$ cat src/flsc_params.svh
/*
 Constants for the flash status, lock and OTP host controller: offsets, fields, command codes, timing counts.
 Assumes a 100 MHz clk_sys and a flash device on the far side of the pins.
*/
// Notes on behaviour
// Config bit 16 selects page reads
// Status, query, ID reads are single reads
// Reserved config bits 15..1 written zero
// Status pin keeps config until reconfig/reset
// Default status pin is ready/busy level
// Command B8h then code; bits 7..2 zero
// Code 00h restores level mode
// Configure only when device ready
// Invalid code sets both fail flags
// Pulse mode drives status pin low briefly
// Lock set is 60h then confirm at block
// Lock commands rejected while device busy
// After lock commands, reads return status
// Low enable supply protects lock bits
// Clear locks clears all; abort needs repeat
// 128-bit OTP: factory and user halves
// 90H enters ID mode; FFH returns array
// C0H then one write programs OTP location
// Bad OTP address or locked gives error
// Lock user half by writing FFFD
// OTP lock is permanent
// Array read mode after power events
// Word mode ignores A0 for OTP
// OTP accesses drive A23..A9 zero
// Fail flags stay until command 50H
// Status bit 7 is ready flag
// Pulse width counted from device clock
`ifndef FLSC_PARAMS_SVH
`define FLSC_PARAMS_SVH
// Software register offsets
`define FLSC_REG_CTRL 8'h00
`define FLSC_REG_ADDR 8'h04
`define FLSC_REG_WDATA 8'h08
`define FLSC_REG_STATUS 8'h0C
`define FLSC_REG_RDATA 8'h10
`define FLSC_REG_CFG 8'h14
// Config register fields
`define FLSC_CFG_BYTE 0
`define FLSC_CFG_PAGE 1
`define FLSC_CFG_HRST 2
`define FLSC_CFG_RESET 3'h0
// Status register fields
`define FLSC_ST_BUSY 0
`define FLSC_ST_REFUSED 1
`define FLSC_ST_TIMEOUT 2
`define FLSC_ST_MODE 4
`define FLSC_ST_SR 8
`define FLSC_ST_PULSES 16
// Flash command codes
`define FLSC_CMD_READ_ARRAY 8'hFF
`define FLSC_CMD_READ_STATUS 8'h70
`define FLSC_CMD_CLR_STATUS 8'h50
`define FLSC_CMD_LOCK_SETUP 8'h60
`define FLSC_CMD_LOCK_SET 8'h01
`define FLSC_CMD_LOCK_CLR 8'hD0
`define FLSC_CMD_STS_CFG 8'hB8
`define FLSC_CMD_OTP_PROG 8'hC0
`define FLSC_CMD_READ_ID 8'h90
`define FLSC_OTP_LOCK_VAL 16'hFFFD
`define FLSC_OTP_BASE 9'h100
`define FLSC_SR_READY 7
// Timing, figures in ns, counts in cycles
`define FLSC_CLK_NS 10
`define FLSC_T_WE_NS 70
`define FLSC_T_ACC_NS 120
`define FLSC_T_RP_NS 100
`define FLSC_CYC_WE ((`FLSC_T_WE_NS + `FLSC_CLK_NS - 1) / `FLSC_CLK_NS)
`define FLSC_CYC_ACC ((`FLSC_T_ACC_NS + `FLSC_CLK_NS - 1) / `FLSC_CLK_NS)
`define FLSC_CYC_RP ((`FLSC_T_RP_NS + `FLSC_CLK_NS - 1) / `FLSC_CLK_NS)
`define FLSC_POLL_LIMIT 1000000
`endif

$ cat src/flsc_pkg.sv
/*
 Types for the flash status, lock and OTP host controller.
 Assumes flsc_params.svh is compiled alongside.
*/
`default_nettype none
package flsc_pkg;
    typedef enum logic [2:0] {
        S_IDLE = 3'h0, S_CHK_W = 3'h1, S_CHK_R = 3'h3, S_CMD1 = 3'h2,
        S_CMD2 = 3'h6, S_POLL = 3'h7, S_RD = 3'h5, S_DONE = 3'h4
    } flsc_state_t;
    typedef enum logic [3:0] {
        OP_RD_ARRAY = 4'h0, OP_RD_STATUS = 4'h1, OP_CLR_STATUS = 4'h2, OP_SET_LOCK = 4'h3,
        OP_CLR_LOCKS = 4'h4, OP_CFG_STS = 4'h5, OP_OTP_PROG = 4'h6, OP_OTP_READ = 4'h7,
        OP_OTP_LOCK = 4'h8
    } flsc_op_t;
    typedef enum logic [1:0] {P_IDLE = 2'h0, P_SETUP = 2'h1, P_STROBE = 2'h3, P_HOLD = 2'h2} flsc_phase_t;
    typedef struct packed {
        logic [23:0] addr;
        logic [15:0] dq_out;
        logic dq_oe;
        logic ce_n;
        logic oe_n;
        logic we_n;
    } flsc_pins_t;
    typedef struct packed {
        logic start;
        logic write;
        logic [23:0] addr;
        logic [15:0] data;
    } flsc_cyc_t;
    typedef struct packed {
        logic [7:0] addr;
        logic [31:0] wdata;
        logic wr;
        logic rd;
    } flsc_sw_req_t;
endpackage
`default_nettype wire

$ cat src/flsc_host.sv
/*
 Host controller that sequences status pin configuration, lock bit commands and OTP register
 access on a parallel NOR flash, with a small software register port.
 Assumes flash pin inputs are synchronous to clk_sys and the flash answers at its documented timing.
*/
// The placing of the registers and the address-and-strobe port were left to the implementer.
`include "flsc_params.svh"
`default_nettype none
module flsc_host
    import flsc_pkg::*;
#(
    parameter int POLL_LIMIT = `FLSC_POLL_LIMIT
)
(
    // Clock and reset
    input wire logic clk_sys,
    input wire logic reset_n,
    // Software register port
    input wire flsc_sw_req_t sw_req,
    output logic [31:0] sw_rdata,
    // Flash pins
    input wire logic [15:0] dq_in,
    input wire logic status_output_pin,
    output flsc_pins_t pins,
    output logic hard_reset_pin_n
);
    typedef struct packed {
        flsc_state_t state;
        flsc_op_t op;
        logic issued;
        logic [23:0] addr;
        logic [15:0] wdata;
        logic [2:0] cfg;
        logic [3:0] rst_cnt;
        logic [1:0] sts_mode;
        logic refused;
        logic timeout;
        logic [7:0] last_sr;
        logic [15:0] rdata;
        logic [7:0] pulses;
        logic sts_q;
        logic [19:0] poll_cnt;
        logic [31:0] sw_rdata;
        flsc_cyc_t cyc;
    } flsc_host_st_t;
    localparam flsc_host_st_t RST = '{state: S_IDLE, op: OP_RD_ARRAY, issued: 1'b0, addr: 24'h000000,
        wdata: 16'h0000, cfg: `FLSC_CFG_RESET, rst_cnt: 4'h0, sts_mode: 2'h0, refused: 1'b0,
        timeout: 1'b0, last_sr: 8'h00, rdata: 16'h0000, pulses: 8'h00, sts_q: 1'b1,
        poll_cnt: 20'h00000, sw_rdata: 32'h00000000, cyc: '0};
    flsc_host_st_t st_ff, nxt_st;
    logic cyc_done;
    logic [15:0] cyc_rdata;

    // OTP pin address: high lines zero, A0 unused in word mode
    function automatic logic [23:0] otp_addr(input logic byte_mode, input logic [8:0] idx);
        otp_addr = byte_mode ? {15'h0000, idx} : {15'h0000, idx[7:0], 1'b0};
    endfunction

    function automatic logic [7:0] first_cmd(input flsc_op_t op);
        unique case (op)
            OP_RD_ARRAY: first_cmd = `FLSC_CMD_READ_ARRAY;
            OP_RD_STATUS: first_cmd = `FLSC_CMD_READ_STATUS;
            OP_CLR_STATUS: first_cmd = `FLSC_CMD_CLR_STATUS;
            OP_SET_LOCK, OP_CLR_LOCKS: first_cmd = `FLSC_CMD_LOCK_SETUP;
            OP_CFG_STS: first_cmd = `FLSC_CMD_STS_CFG;
            OP_OTP_PROG, OP_OTP_LOCK: first_cmd = `FLSC_CMD_OTP_PROG;
            OP_OTP_READ: first_cmd = `FLSC_CMD_READ_ID;
            default: first_cmd = `FLSC_CMD_READ_ARRAY;
        endcase
    endfunction

    function automatic logic needs_check(input flsc_op_t op);
        needs_check = op inside {OP_SET_LOCK, OP_CLR_LOCKS, OP_CFG_STS, OP_OTP_PROG, OP_OTP_LOCK};
    endfunction

    flsc_pin_cycle u_cycle (
        .clk_sys(clk_sys),
        .reset_n(reset_n),
        .req(st_ff.cyc),
        .done(cyc_done),
        .rdata(cyc_rdata),
        .dq_in(dq_in),
        .pins(pins)
    );

    assign sw_rdata = st_ff.sw_rdata;
    assign hard_reset_pin_n = ~st_ff.cfg[`FLSC_CFG_HRST];

    // Software port, sequencer and status pin watch in one process
    always_comb begin
        nxt_st = st_ff;
        nxt_st.cyc.start = 1'b0;
        nxt_st.sw_rdata = 32'h00000000;
        nxt_st.sts_q = status_output_pin;
        // Falling edges count as completion pulses only in pulse mode
        if (st_ff.sts_mode != 2'h0 && st_ff.sts_q && !status_output_pin) begin
            nxt_st.pulses = st_ff.pulses + 8'h01;
        end
        if (sw_req.rd) begin
            unique case (sw_req.addr)
                `FLSC_REG_ADDR: nxt_st.sw_rdata = {8'h00, st_ff.addr};
                `FLSC_REG_WDATA: nxt_st.sw_rdata = {16'h0000, st_ff.wdata};
                `FLSC_REG_STATUS: nxt_st.sw_rdata = {8'h00, st_ff.pulses, st_ff.last_sr, 2'h0, st_ff.sts_mode,
                    1'b0, st_ff.timeout, st_ff.refused, st_ff.state != S_IDLE};
                `FLSC_REG_RDATA: nxt_st.sw_rdata = {16'h0000, st_ff.rdata};
                `FLSC_REG_CFG: nxt_st.sw_rdata = {29'h00000000, st_ff.cfg};
                default: nxt_st.sw_rdata = 32'h00000000;
            endcase
        end
        if (sw_req.wr) begin
            unique case (sw_req.addr)
                `FLSC_REG_ADDR: nxt_st.addr = sw_req.wdata[23:0];
                `FLSC_REG_WDATA: nxt_st.wdata = sw_req.wdata[15:0];
                `FLSC_REG_CFG: begin
                    nxt_st.cfg = sw_req.wdata[2:0];
                    if (sw_req.wdata[`FLSC_CFG_HRST]) begin
                        nxt_st.rst_cnt = 4'(`FLSC_CYC_RP);
                    end
                end
                `FLSC_REG_CTRL: begin
                    // Orders while a sequence runs are dropped; software polls busy first
                    if (st_ff.state == S_IDLE && !st_ff.cfg[`FLSC_CFG_HRST] && sw_req.wdata[3:0] <= 4'h8) begin
                        nxt_st.op = flsc_op_t'(sw_req.wdata[3:0]);
                        nxt_st.refused = 1'b0;
                        nxt_st.timeout = 1'b0;
                        nxt_st.state = needs_check(flsc_op_t'(sw_req.wdata[3:0])) ? S_CHK_W : S_CMD1;
                    end
                end
                default: ;
            endcase
        end
        // States other than S_IDLE and S_DONE issue one pin cycle and move on when it completes; S_POLL repeats until ready or timeout
        if (st_ff.state != S_IDLE && st_ff.state != S_DONE && !st_ff.issued) begin
            nxt_st.issued = 1'b1;
            nxt_st.cyc.start = 1'b1;
            nxt_st.cyc.write = st_ff.state inside {S_CHK_W, S_CMD1, S_CMD2};
            nxt_st.cyc.addr = st_ff.addr;
            nxt_st.cyc.data = {8'h00, first_cmd(st_ff.op)};
            unique case (st_ff.state)
                S_CHK_W: nxt_st.cyc.data = {8'h00, `FLSC_CMD_READ_STATUS};
                S_CMD2: begin
                    unique case (st_ff.op)
                        OP_SET_LOCK: nxt_st.cyc.data = {8'h00, `FLSC_CMD_LOCK_SET};
                        OP_CLR_LOCKS: nxt_st.cyc.data = {8'h00, `FLSC_CMD_LOCK_CLR};
                        OP_CFG_STS: nxt_st.cyc.data = {14'h0000, st_ff.wdata[1:0]};
                        OP_OTP_LOCK: begin
                            nxt_st.cyc.addr = {15'h0000, `FLSC_OTP_BASE};
                            nxt_st.cyc.data = `FLSC_OTP_LOCK_VAL;
                        end
                        default: begin
                            nxt_st.cyc.addr = otp_addr(st_ff.cfg[`FLSC_CFG_BYTE], st_ff.addr[8:0]);
                            nxt_st.cyc.data = st_ff.cfg[`FLSC_CFG_BYTE] ? {8'h00, st_ff.wdata[7:0]} : st_ff.wdata;
                        end
                    endcase
                end
                S_RD: begin
                    if (st_ff.op == OP_OTP_READ) begin
                        nxt_st.cyc.addr = otp_addr(st_ff.cfg[`FLSC_CFG_BYTE], st_ff.addr[8:0]);
                    end
                end
                default: ;
            endcase
        end else if (st_ff.issued && cyc_done) begin
            nxt_st.issued = 1'b0;
            unique case (st_ff.state)
                S_CHK_W: nxt_st.state = S_CHK_R;
                S_CHK_R: begin
                    nxt_st.last_sr = cyc_rdata[7:0];
                    if (!cyc_rdata[`FLSC_SR_READY]) begin
                        nxt_st.refused = 1'b1;
                        nxt_st.state = S_DONE;
                    end else begin
                        nxt_st.state = S_CMD1;
                    end
                end
                S_CMD1: begin
                    unique case (st_ff.op)
                        OP_RD_ARRAY, OP_RD_STATUS, OP_OTP_READ: nxt_st.state = S_RD;
                        OP_CLR_STATUS: nxt_st.state = S_DONE;
                        default: nxt_st.state = S_CMD2;
                    endcase
                end
                S_CMD2: begin
                    if (st_ff.op == OP_CFG_STS) begin
                        nxt_st.sts_mode = st_ff.wdata[1:0];
                        nxt_st.state = S_DONE;
                    end else begin
                        nxt_st.poll_cnt = 20'h00000;
                        nxt_st.state = S_POLL;
                    end
                end
                S_POLL: begin
                    // Reads now return status; fail flags stay for software R9 R19 R25
                    nxt_st.last_sr = cyc_rdata[7:0];
                    if (cyc_rdata[`FLSC_SR_READY]) begin
                        nxt_st.state = S_DONE;
                    end else if (st_ff.poll_cnt >= 20'(POLL_LIMIT)) begin
                        nxt_st.timeout = 1'b1;
                        nxt_st.state = S_DONE;
                    end else begin
                        nxt_st.poll_cnt = st_ff.poll_cnt + 20'h00001;
                    end
                end
                S_RD: begin
                    nxt_st.rdata = cyc_rdata;
                    if (st_ff.op == OP_RD_STATUS) begin
                        nxt_st.last_sr = cyc_rdata[7:0];
                    end
                    nxt_st.state = S_DONE;
                end
                default: ;
            endcase
        end
        // Hard reset last so it wins: level mode and array reads
        if (st_ff.cfg[`FLSC_CFG_HRST]) begin
            nxt_st.sts_mode = 2'h0;
            if (st_ff.rst_cnt == 4'h0) begin
                nxt_st.cfg[`FLSC_CFG_HRST] = 1'b0;
            end else begin
                nxt_st.rst_cnt = st_ff.rst_cnt - 4'h1;
            end
        end
        if (st_ff.state == S_DONE) begin
            nxt_st.state = S_IDLE;
        end
    end

    always_ff @(posedge clk_sys or negedge reset_n) begin
        if (!reset_n) begin
            st_ff <= RST;
        end else begin
            st_ff <= nxt_st;
        end
    end
endmodule // flsc_host
`default_nettype wire

$ cat src/flsc_pin_cycle.sv
/*
 One asynchronous flash bus cycle, write or single read, timed in clk_sys cycles.
 Assumes start arrives only while idle and dq_in is synchronous to clk_sys.
*/
`include "flsc_params.svh"
`default_nettype none
module flsc_pin_cycle
    import flsc_pkg::*;
(
    // Clock and reset
    input wire logic clk_sys,
    input wire logic reset_n,
    // Request and answer
    input wire flsc_cyc_t req,
    output logic done,
    output logic [15:0] rdata,
    // Flash pins
    input wire logic [15:0] dq_in,
    output flsc_pins_t pins
);
    typedef struct packed {
        flsc_phase_t phase;
        logic [3:0] cnt;
        logic write;
        flsc_pins_t pins;
        logic done;
        logic [15:0] rdata;
    } flsc_cyc_st_t;
    localparam flsc_cyc_st_t RST = '{phase: P_IDLE, cnt: 4'h0, write: 1'b0,
        pins: '{addr: 24'h000000, dq_out: 16'h0000, dq_oe: 1'b0, ce_n: 1'b1, oe_n: 1'b1, we_n: 1'b1},
        done: 1'b0, rdata: 16'h0000};
    flsc_cyc_st_t st_ff, nxt_st;

    assign done = st_ff.done;
    assign rdata = st_ff.rdata;
    assign pins = st_ff.pins;

    // Setup one cycle, strobe for the timed width, then one idle hold cycle
    always_comb begin
        nxt_st = st_ff;
        nxt_st.done = 1'b0;
        unique case (st_ff.phase)
            P_IDLE: begin
                if (req.start) begin
                    nxt_st.phase = P_SETUP;
                    nxt_st.write = req.write;
                    nxt_st.pins.addr = req.addr;
                    nxt_st.pins.dq_out = req.data;
                    nxt_st.pins.ce_n = 1'b0;
                end
            end
            P_SETUP: begin
                nxt_st.phase = P_STROBE;
                nxt_st.pins.dq_oe = st_ff.write;
                nxt_st.pins.we_n = ~st_ff.write;
                nxt_st.pins.oe_n = st_ff.write; // Single read only, never page reads R2
                nxt_st.cnt = st_ff.write ? 4'(`FLSC_CYC_WE - 1) : 4'(`FLSC_CYC_ACC - 1);
            end
            P_STROBE: begin
                if (st_ff.cnt == 4'h0) begin
                    nxt_st.phase = P_HOLD;
                    nxt_st.pins.we_n = 1'b1;
                    nxt_st.pins.oe_n = 1'b1;
                    nxt_st.pins.ce_n = 1'b1;
                    if (!st_ff.write) begin
                        nxt_st.rdata = dq_in;
                    end
                end else begin
                    nxt_st.cnt = st_ff.cnt - 4'h1;
                end
            end
            P_HOLD: begin
                // Data held one cycle past the strobe for hold time
                nxt_st.phase = P_IDLE;
                nxt_st.pins.dq_oe = 1'b0;
                nxt_st.done = 1'b1;
            end
        endcase
    end

    always_ff @(posedge clk_sys or negedge reset_n) begin
        if (!reset_n) begin
            st_ff <= RST;
        end else begin
            st_ff <= nxt_st;
        end
    end
endmodule // flsc_pin_cycle
`default_nettype wire

$ cat config.mk
export PLATFORM = sky130hd
export DESIGN_NAME = flsc_host
export DESIGN_NICKNAME = d
export VERILOG_FILES = /design/src/flsc_pkg.sv /design/src/flsc_host.sv /design/src/flsc_pin_cycle.sv
export VERILOG_INCLUDE_DIRS = /design/src
export SDC_FILE = /design/constraint.sdc
export NUM_CORES = 1
export LEC_CHECK = 0
export ABC_CLOCK_PERIOD_IN_PS = 3000
export BUFFER_PORTS_ARGS = -buffer_cell sky130_fd_sc_hd__buf_2
export CAP_MARGIN = 40
export CELL_PAD_IN_SITES_DETAIL_PLACEMENT = 1
export CELL_PAD_IN_SITES_GLOBAL_PLACEMENT = 1
export CORE_ASPECT_RATIO = 0.8
export CORE_UTILIZATION = 45
export DETAILED_ROUTE_END_ITERATION = 8
export GPL_ROUTABILITY_DRIVEN = 0
export MAX_ROUTING_LAYER = met4
export PLACE_DENSITY = 0.74
export SLEW_MARGIN = 20
export SYNTH_ARGS = -nofsm -noshare
export SYNTH_HDL_FRONTEND = slang
export SYNTH_HIERARCHICAL = 1
export SYNTH_SLANG_ARGS = --single-unit
export TNS_END_PERCENT = 10
$ cat constraint.sdc
create_clock -name clk_sys -period 3 [get_ports clk_sys]
set_clock_uncertainty 0.2 [all_clocks]
set_input_delay 0.15 -clock clk_sys [delete_from_list [all_inputs] [get_ports clk_sys]]
set_output_delay 0.15 -clock clk_sys [all_outputs]
set_load 0.05 [all_outputs]
# [Word-level counts from Yosys, hierarchy flattened]
# Memory sizes are Yosys's and may differ from the RTL's.
# Cells that the tools add are included.
[word_totals] regBits=254 romBits=128 memories=1 out_inout_bits=77 wordCells=187
[classes] n_bitwise=3 reduce_logical=46 eq_ne=36 n_addsub=4 muxes=63 order_cmp=2
[mem_list] name="(no name shown)" words=16 width=8 read_ports=1 rd_clocked_by_memory_dff=0 write_ports=0 line="flsc_host.sv:60" rtl="unique case (op)"
[op_table] op="24-bit one-hot mux with 5 select lines" count=1
[op_table] op="24-bit one-hot mux with 2 select lines" count=2
[op_table] op="16-bit one-hot mux with 4 select lines" count=1
[op_table] op="20-bit two-way mux" count=3
[op_table] op="28-bit two-way mux" count=2
[op_table] op="24-bit two-way mux" count=2
[op_table] op="42-bit two-way mux" count=1
[op_table] op="20-bit one-hot mux with 2 select lines" count=1
[op_table] op="7-bit two-way mux" count=5
[op_table] op="16-bit two-way mux" count=2
[op_table] op="16-bit one-hot mux with 2 select lines" count=1
[op_table] op="4-bit by 3-bit == test with 1-bit output (second input constant)" count=6
[op_table] op="3-bit two-way mux" count=7
[op_table] op="20-bit by 1-bit adder with 20-bit output (second input constant)" count=1
[op_table] op="20-bit >= comparator (second input constant)" count=1
[op_table] op="2-bit nonzero test" count=10
[op_table] op="2-bit two-way mux" count=9
[op_table] op="3-bit one-hot mux with 6 select lines" count=1
[op_table] op="8-bit by 4-bit == test with 1-bit output (second input constant)" count=2
[op_table] op="8-bit by 5-bit == test with 1-bit output (second input constant)" count=2
[op_table] op="4-bit two-way mux" count=4
[op_table] op="8-bit one-hot mux with 2 select lines" count=1
[op_table] op="2-bit inequality test (second input constant)" count=7
[op_table] op="2-bit AND reduction" count=7
[op_table] op="other kinds (36)" count=75

# [Logic depth before layout (Yosys ltp)]
[depth] ltp_word=12 mapped_depth=8 mapped_depth_nobuf=6

# [Hierarchy]
# The synthesis kept the hierarchy.
[modules_own_cells] mod="flsc_host" seq_area_each_um2=4455.5 cells_per_inst=780 n_inst=1 area_per_inst_um2=8486.9
[modules_own_cells] mod="flsc_pin_cycle" seq_area_each_um2=1705.4 cells_per_inst=242 n_inst=1 area_per_inst_um2=3236.9

# [Least setup slack after synthesis]
# Ideal clock, no wire load.
[synth_path] kind="input to register" start="input port sw_req[34] (netlist name)" end="register st_ff[147] (netlist name)" stages=7 setup_ps=125 t_arrival_ps=2048 slack_ps=627 path_cell_list="or4_4 or4b_1 buf_2 nor3b_2 buf_4 buf_12 mux2_4"
[synth_via] elab_chain_len=2
[synth_lines] item="from (decl)" line="flsc_host.sv:19" rtl="input wire flsc_sw_req_t sw_req,"
[synth_lines] item="8-bit by 4-bit == test with 1-bit output" line="flsc_host.sv:111" rtl="unique case (sw_req.addr)"
[synth_lines] item="2-bit AND reduction (no source line)"
[synth_lines] item="to (signal assigned)" line="flsc_host.sv:232" rtl="st_ff <= nxt_st;"
[synth_lines] item="to (decl)" line="flsc_host.sv:50" rtl="flsc_host_st_t st_ff, nxt_st;"
# No other way between the ends.
# A chain may end at the register's enable or synchronous reset.

# [Final worst setup path]
[layout_path] start="register st_ff[181] (netlist name)" end="register st_ff[18] (netlist name)"
[layout_via] elab_chain_len=4
[layout_lines] item="4-bit by 3-bit == test with 1-bit output or 4-bit by 2-bit == test with 1-bit output (tied branches)" line="flsc_host.sv:142" rtl="unique case (st_ff.op)"
[layout_lines] item="3-bit OR reduction (no source line)"
[layout_lines] item="24-bit one-hot mux with 2 select lines" line="flsc_host.sv:142"
[layout_lines] item="24-bit one-hot mux with 2 select lines (*)" line="flsc_host.sv:139" rtl="unique case (st_ff.state)"
# Every way passes the cells marked *; elsewhere a longest branch is shown, timed or not.

==> impl_metrics.yaml <==
route:
  wl_met2_um: 14290
  drtPass1Iterations: 5
  maxUsedRoutingLayer: "met4"
  dr.first_iter.drc_count: 532
  route.detailed.drc: 0
  wire_per_inst_um: 21.69
  wl_met3_um: 1731
  wl_um: 32120
  drt-vias-per-instance: 5.587
  drt-met1-wl_um: 15210
  drtAntennaViolNets: 0
  vias: 8275
timing:
  relSlewSlack_pct: 48.34
  hold_slack_ns: -0.01206
  hold_viol_final: 9
  worst_pin_slew_ns: 0.7732
  rsz0062_at_grt: "no"
  fin_crit_sh_pct: 83.63
  finalCriticalPeriod_ns: 2.509
  drv_slew: 0
  fmax_mhz: 398.6
  setup_viol_count_final: 0
  setup-tns-final_ns: 0
die:
  die_area_um2: 26710
  coreArea_um2: 25440
  rows: 52
  die_h_um: 146.4
  die_w_um: 182.5
  io-pin-count: 138
  floorplan.initialDensity_pct: 46.08
power:
  comb_power_share_pct: 24.4
  power_switching_mw: 3.533
  clockPowerShare_pct: 34.8
  p_int_mw: 7.278
  pwr-share-seq_pct: 40.8
  cellLeakagePower_nw: 6.455
  vdd_drop_max_uv: 432.2
  cellPowerDensity_nw_per_um2: 794.1
  power_mw: 10.81
  switching_share_pct: 32.68
yosys:
  yosys.area.top_type: "dfrtp_1"
  synth_seq_cells: 246
  yosysTopAreaCellShare_pct: 51.65
  yosysSeqAreaShare_pct: 52.55
  async_flop_share_pct: 100.0
  synth_area_um2: 11720
  synth_cell_types: 71
  yosys-top-cells-count: "dfrtp_1, mux2_2, buf_4"
  synth_most_common_cell: "dfrtp_1"
  syn_inst: 1022
  synth_area_per_cell_um2: 11.47
  synth_ff_type: "dfrtp_1"
  synth_area_leaders: "dfrtp_1, mux2_2, buf_4"
  synth_edf_count: 0
  yosys_warnings: 6
global_routing:
  grt_max_degree: 85
  grt_pass1_vias: 8551
  grt_pass1_wl_um: 50690
  grt_usage_pct: 25.27
  grt_overflow: 0
  antenna_found_initial: 2
critical_path:
  crit_slowest_cell: "nor3_1"
  critical_path_class: "reg2reg"
  worstPathRequired_ns: 3.21
  startpoint_type: "register"
  path_cells: "buf_4, nor3_1, and2_1, o31a_1, nor3_1, buf_4, o2bb2ai_1"
  critical_path.max_stage_delay_ns: 0.60
  worstPathArrival_ns: 2.72
  r2r_slack_ns: 0.49
  end_kind: "register"
  path_max_fanout: 12
place:
  place_area_um2: 12180
  port_buffers: 121
  dp_hpwl_um: 21250
clock_tree:
  cts_inserted_buffers: 26
  cts_tree: "yes"
  clk_latency_ns: 0.54
  htreeDepth: 1
  clkSlewWorstSetupHoldPaths_ns: 0.07
  clk_path_buf_depth: 3
  cts_num_sinks: 246
  root_buffer: "clkbuf_16"
  ctsResizeCount: 0
status:
  violations: "hold timing"
  status: "finished, violations left"
final_layout:
  syn_to_final_growth_pct: 16.13
  nFillCells: 2639
  final_area_um2: 13610
  drive_above_1_share_pct: 29.96
  nNetsFinal: 1180
hold_path:
  hold_path.class: "in2reg"
flow_run:
  drv_cap: 0
## cells in the final DEF (no fill, tap or decap), types with 5 or more instances in the layout
master         netlist  layout
nand3b_1             6       6
or4_1                5       5
o2bb2ai_1            8       8
conb_1               1       8
o31ai_1              8       8
o21ai_0             41      41
and4_1               5       5
and2_1               5       5
clkbuf_16            0      27
nand2_1             54      53
bufinv_16            0       7
dlygate4sd3_1        0      43
xnor2_1             11      11
a21oi_1             39      39
or3_1               10      10
mux2i_1             29      29
nor2b_1              8       8
buf_4               93      29
o22a_1              16      16
a31oi_1             11      11
nor3_1              12      12
o21a_1               7       7
mux2_4              16      16
nand4_1              6       6
mux2_2             108     108
nor2_1              73      73
clkbuf_8             0       5
buf_2                7     120
a22oi_1             21      21
inv_1               21      21
a22o_1              15      15
dfrtp_1            242     242
ha_1                10      10
nand2b_1             6       6
nand3_1             16      16
and3_1               8       8
## cells by family after synthesis
family                   after synthesis  share of synthesized area (%)
adder cells (fa/ha/maj)               10                          1.067
AND/OR/NAND/NOR                      233                          10.17
AO/OA/AOI/OAI                        198                          11.59
multiplexers                         153                          14.90
buffers and inverters                166                          8.570
other                                  1                        0.03199
flip-flops                           246                          52.55
XOR/XNOR                              15                          1.121
## flip-flops by register name, summed over array words and instances, names as in the netlist
register and flops:
st_ff 154, sw_rdata 24, u_cycle/done 1, u_cycle/pins 44
u_cycle/rdata 16, u_cycle/st_ff 7
## power groups by stage
| stage | Clock, mW | Sequential [mW] | Combinational (mW) |
|---|---|---|---|
| after floorplan | 0 | 4.21 | 2.28 |
| after global placement | 0 | 4.42 | 2.47 |
| after detailed placement | 0 | 4.46 | 2.55 |
| after CTS | 3.81 | 4.41 | 2.63 |
| after global routing | 3.95 | 4.49 | 2.84 |
| final | 3.76 | 4.41 | 2.63 |
## critical path: cells and delay by family, from the launching register on
| kind | cells | cell delay, ns |
|---|---|---|
| AOI/OAI and AO/OA | 2 | 0.27 |
| and+or+nand+nor | 3 | 0.96 |
| DFF | 1 | 0.53 |
| buffers and inverters | 2 | 0.42 |
## layer usage
metal | global-route usage (%) | up-vias
li1 | - | 3725
met1 | 36.42 | 4255
met2 | 36.62 | 240
met3 | 3.692 | 55
met4 | 8.109 | 0
met5 | - | -
## repair_timing
| item | CTS | global route |
|---|---|---|
| buffers inserted | 0 | 0 |
| hold endpoints to repair | 315 | 0 |
| hold buffers | 43 | 0 |
## layout make-up
| class | instances | area, um^2 | area share, % |
|---|---|---|---|
| tap | 351 | 439.2 | 3.226 |
| multi-input combinational | 617 | 4587 | 33.69 |
| inverter | 21 | 78.83 | 0.5790 |
| timing repair buffer | 197 | 1344 | 9.870 |
| antenna | 2 | 5.005 | 0.03676 |
| clock inverter | 13 | 247.7 | 1.820 |
| sequential | 246 | 6161 | 45.25 |
| clock buffer | 34 | 752.0 | 5.523 |
## stage by stage
stage / utilization [%] / std cells / setup slack (ns)
detailed placement: 47.88 / 1389 / 0.3310
finish: 53.52 / 1481 / 0.4910
floorplan: - / 1029 / 0.6270
global placement: 47.82 / 1387 / 0.4314
global route: 53.52 / 1481 / 0.3367
CTS: 53.50 / 1479 / 0.5769
## path summary, 6_finish.rpt
check	from	to	cells past startpoint
worst max-delay path	st_ff[181]	st_ff[18]	7
worst min-delay path	sw_req[0]	sw_rdata[6]	4
worst max register to register	st_ff[181]	st_ff[18]	7
worst min register to register	st_ff[102]	st_ff[102]	1
max in group asynchronous	reset_n	st_ff[94]	3
min in group asynchronous	reset_n	st_ff[84]	2
Power figures use the tool's default switching activity.
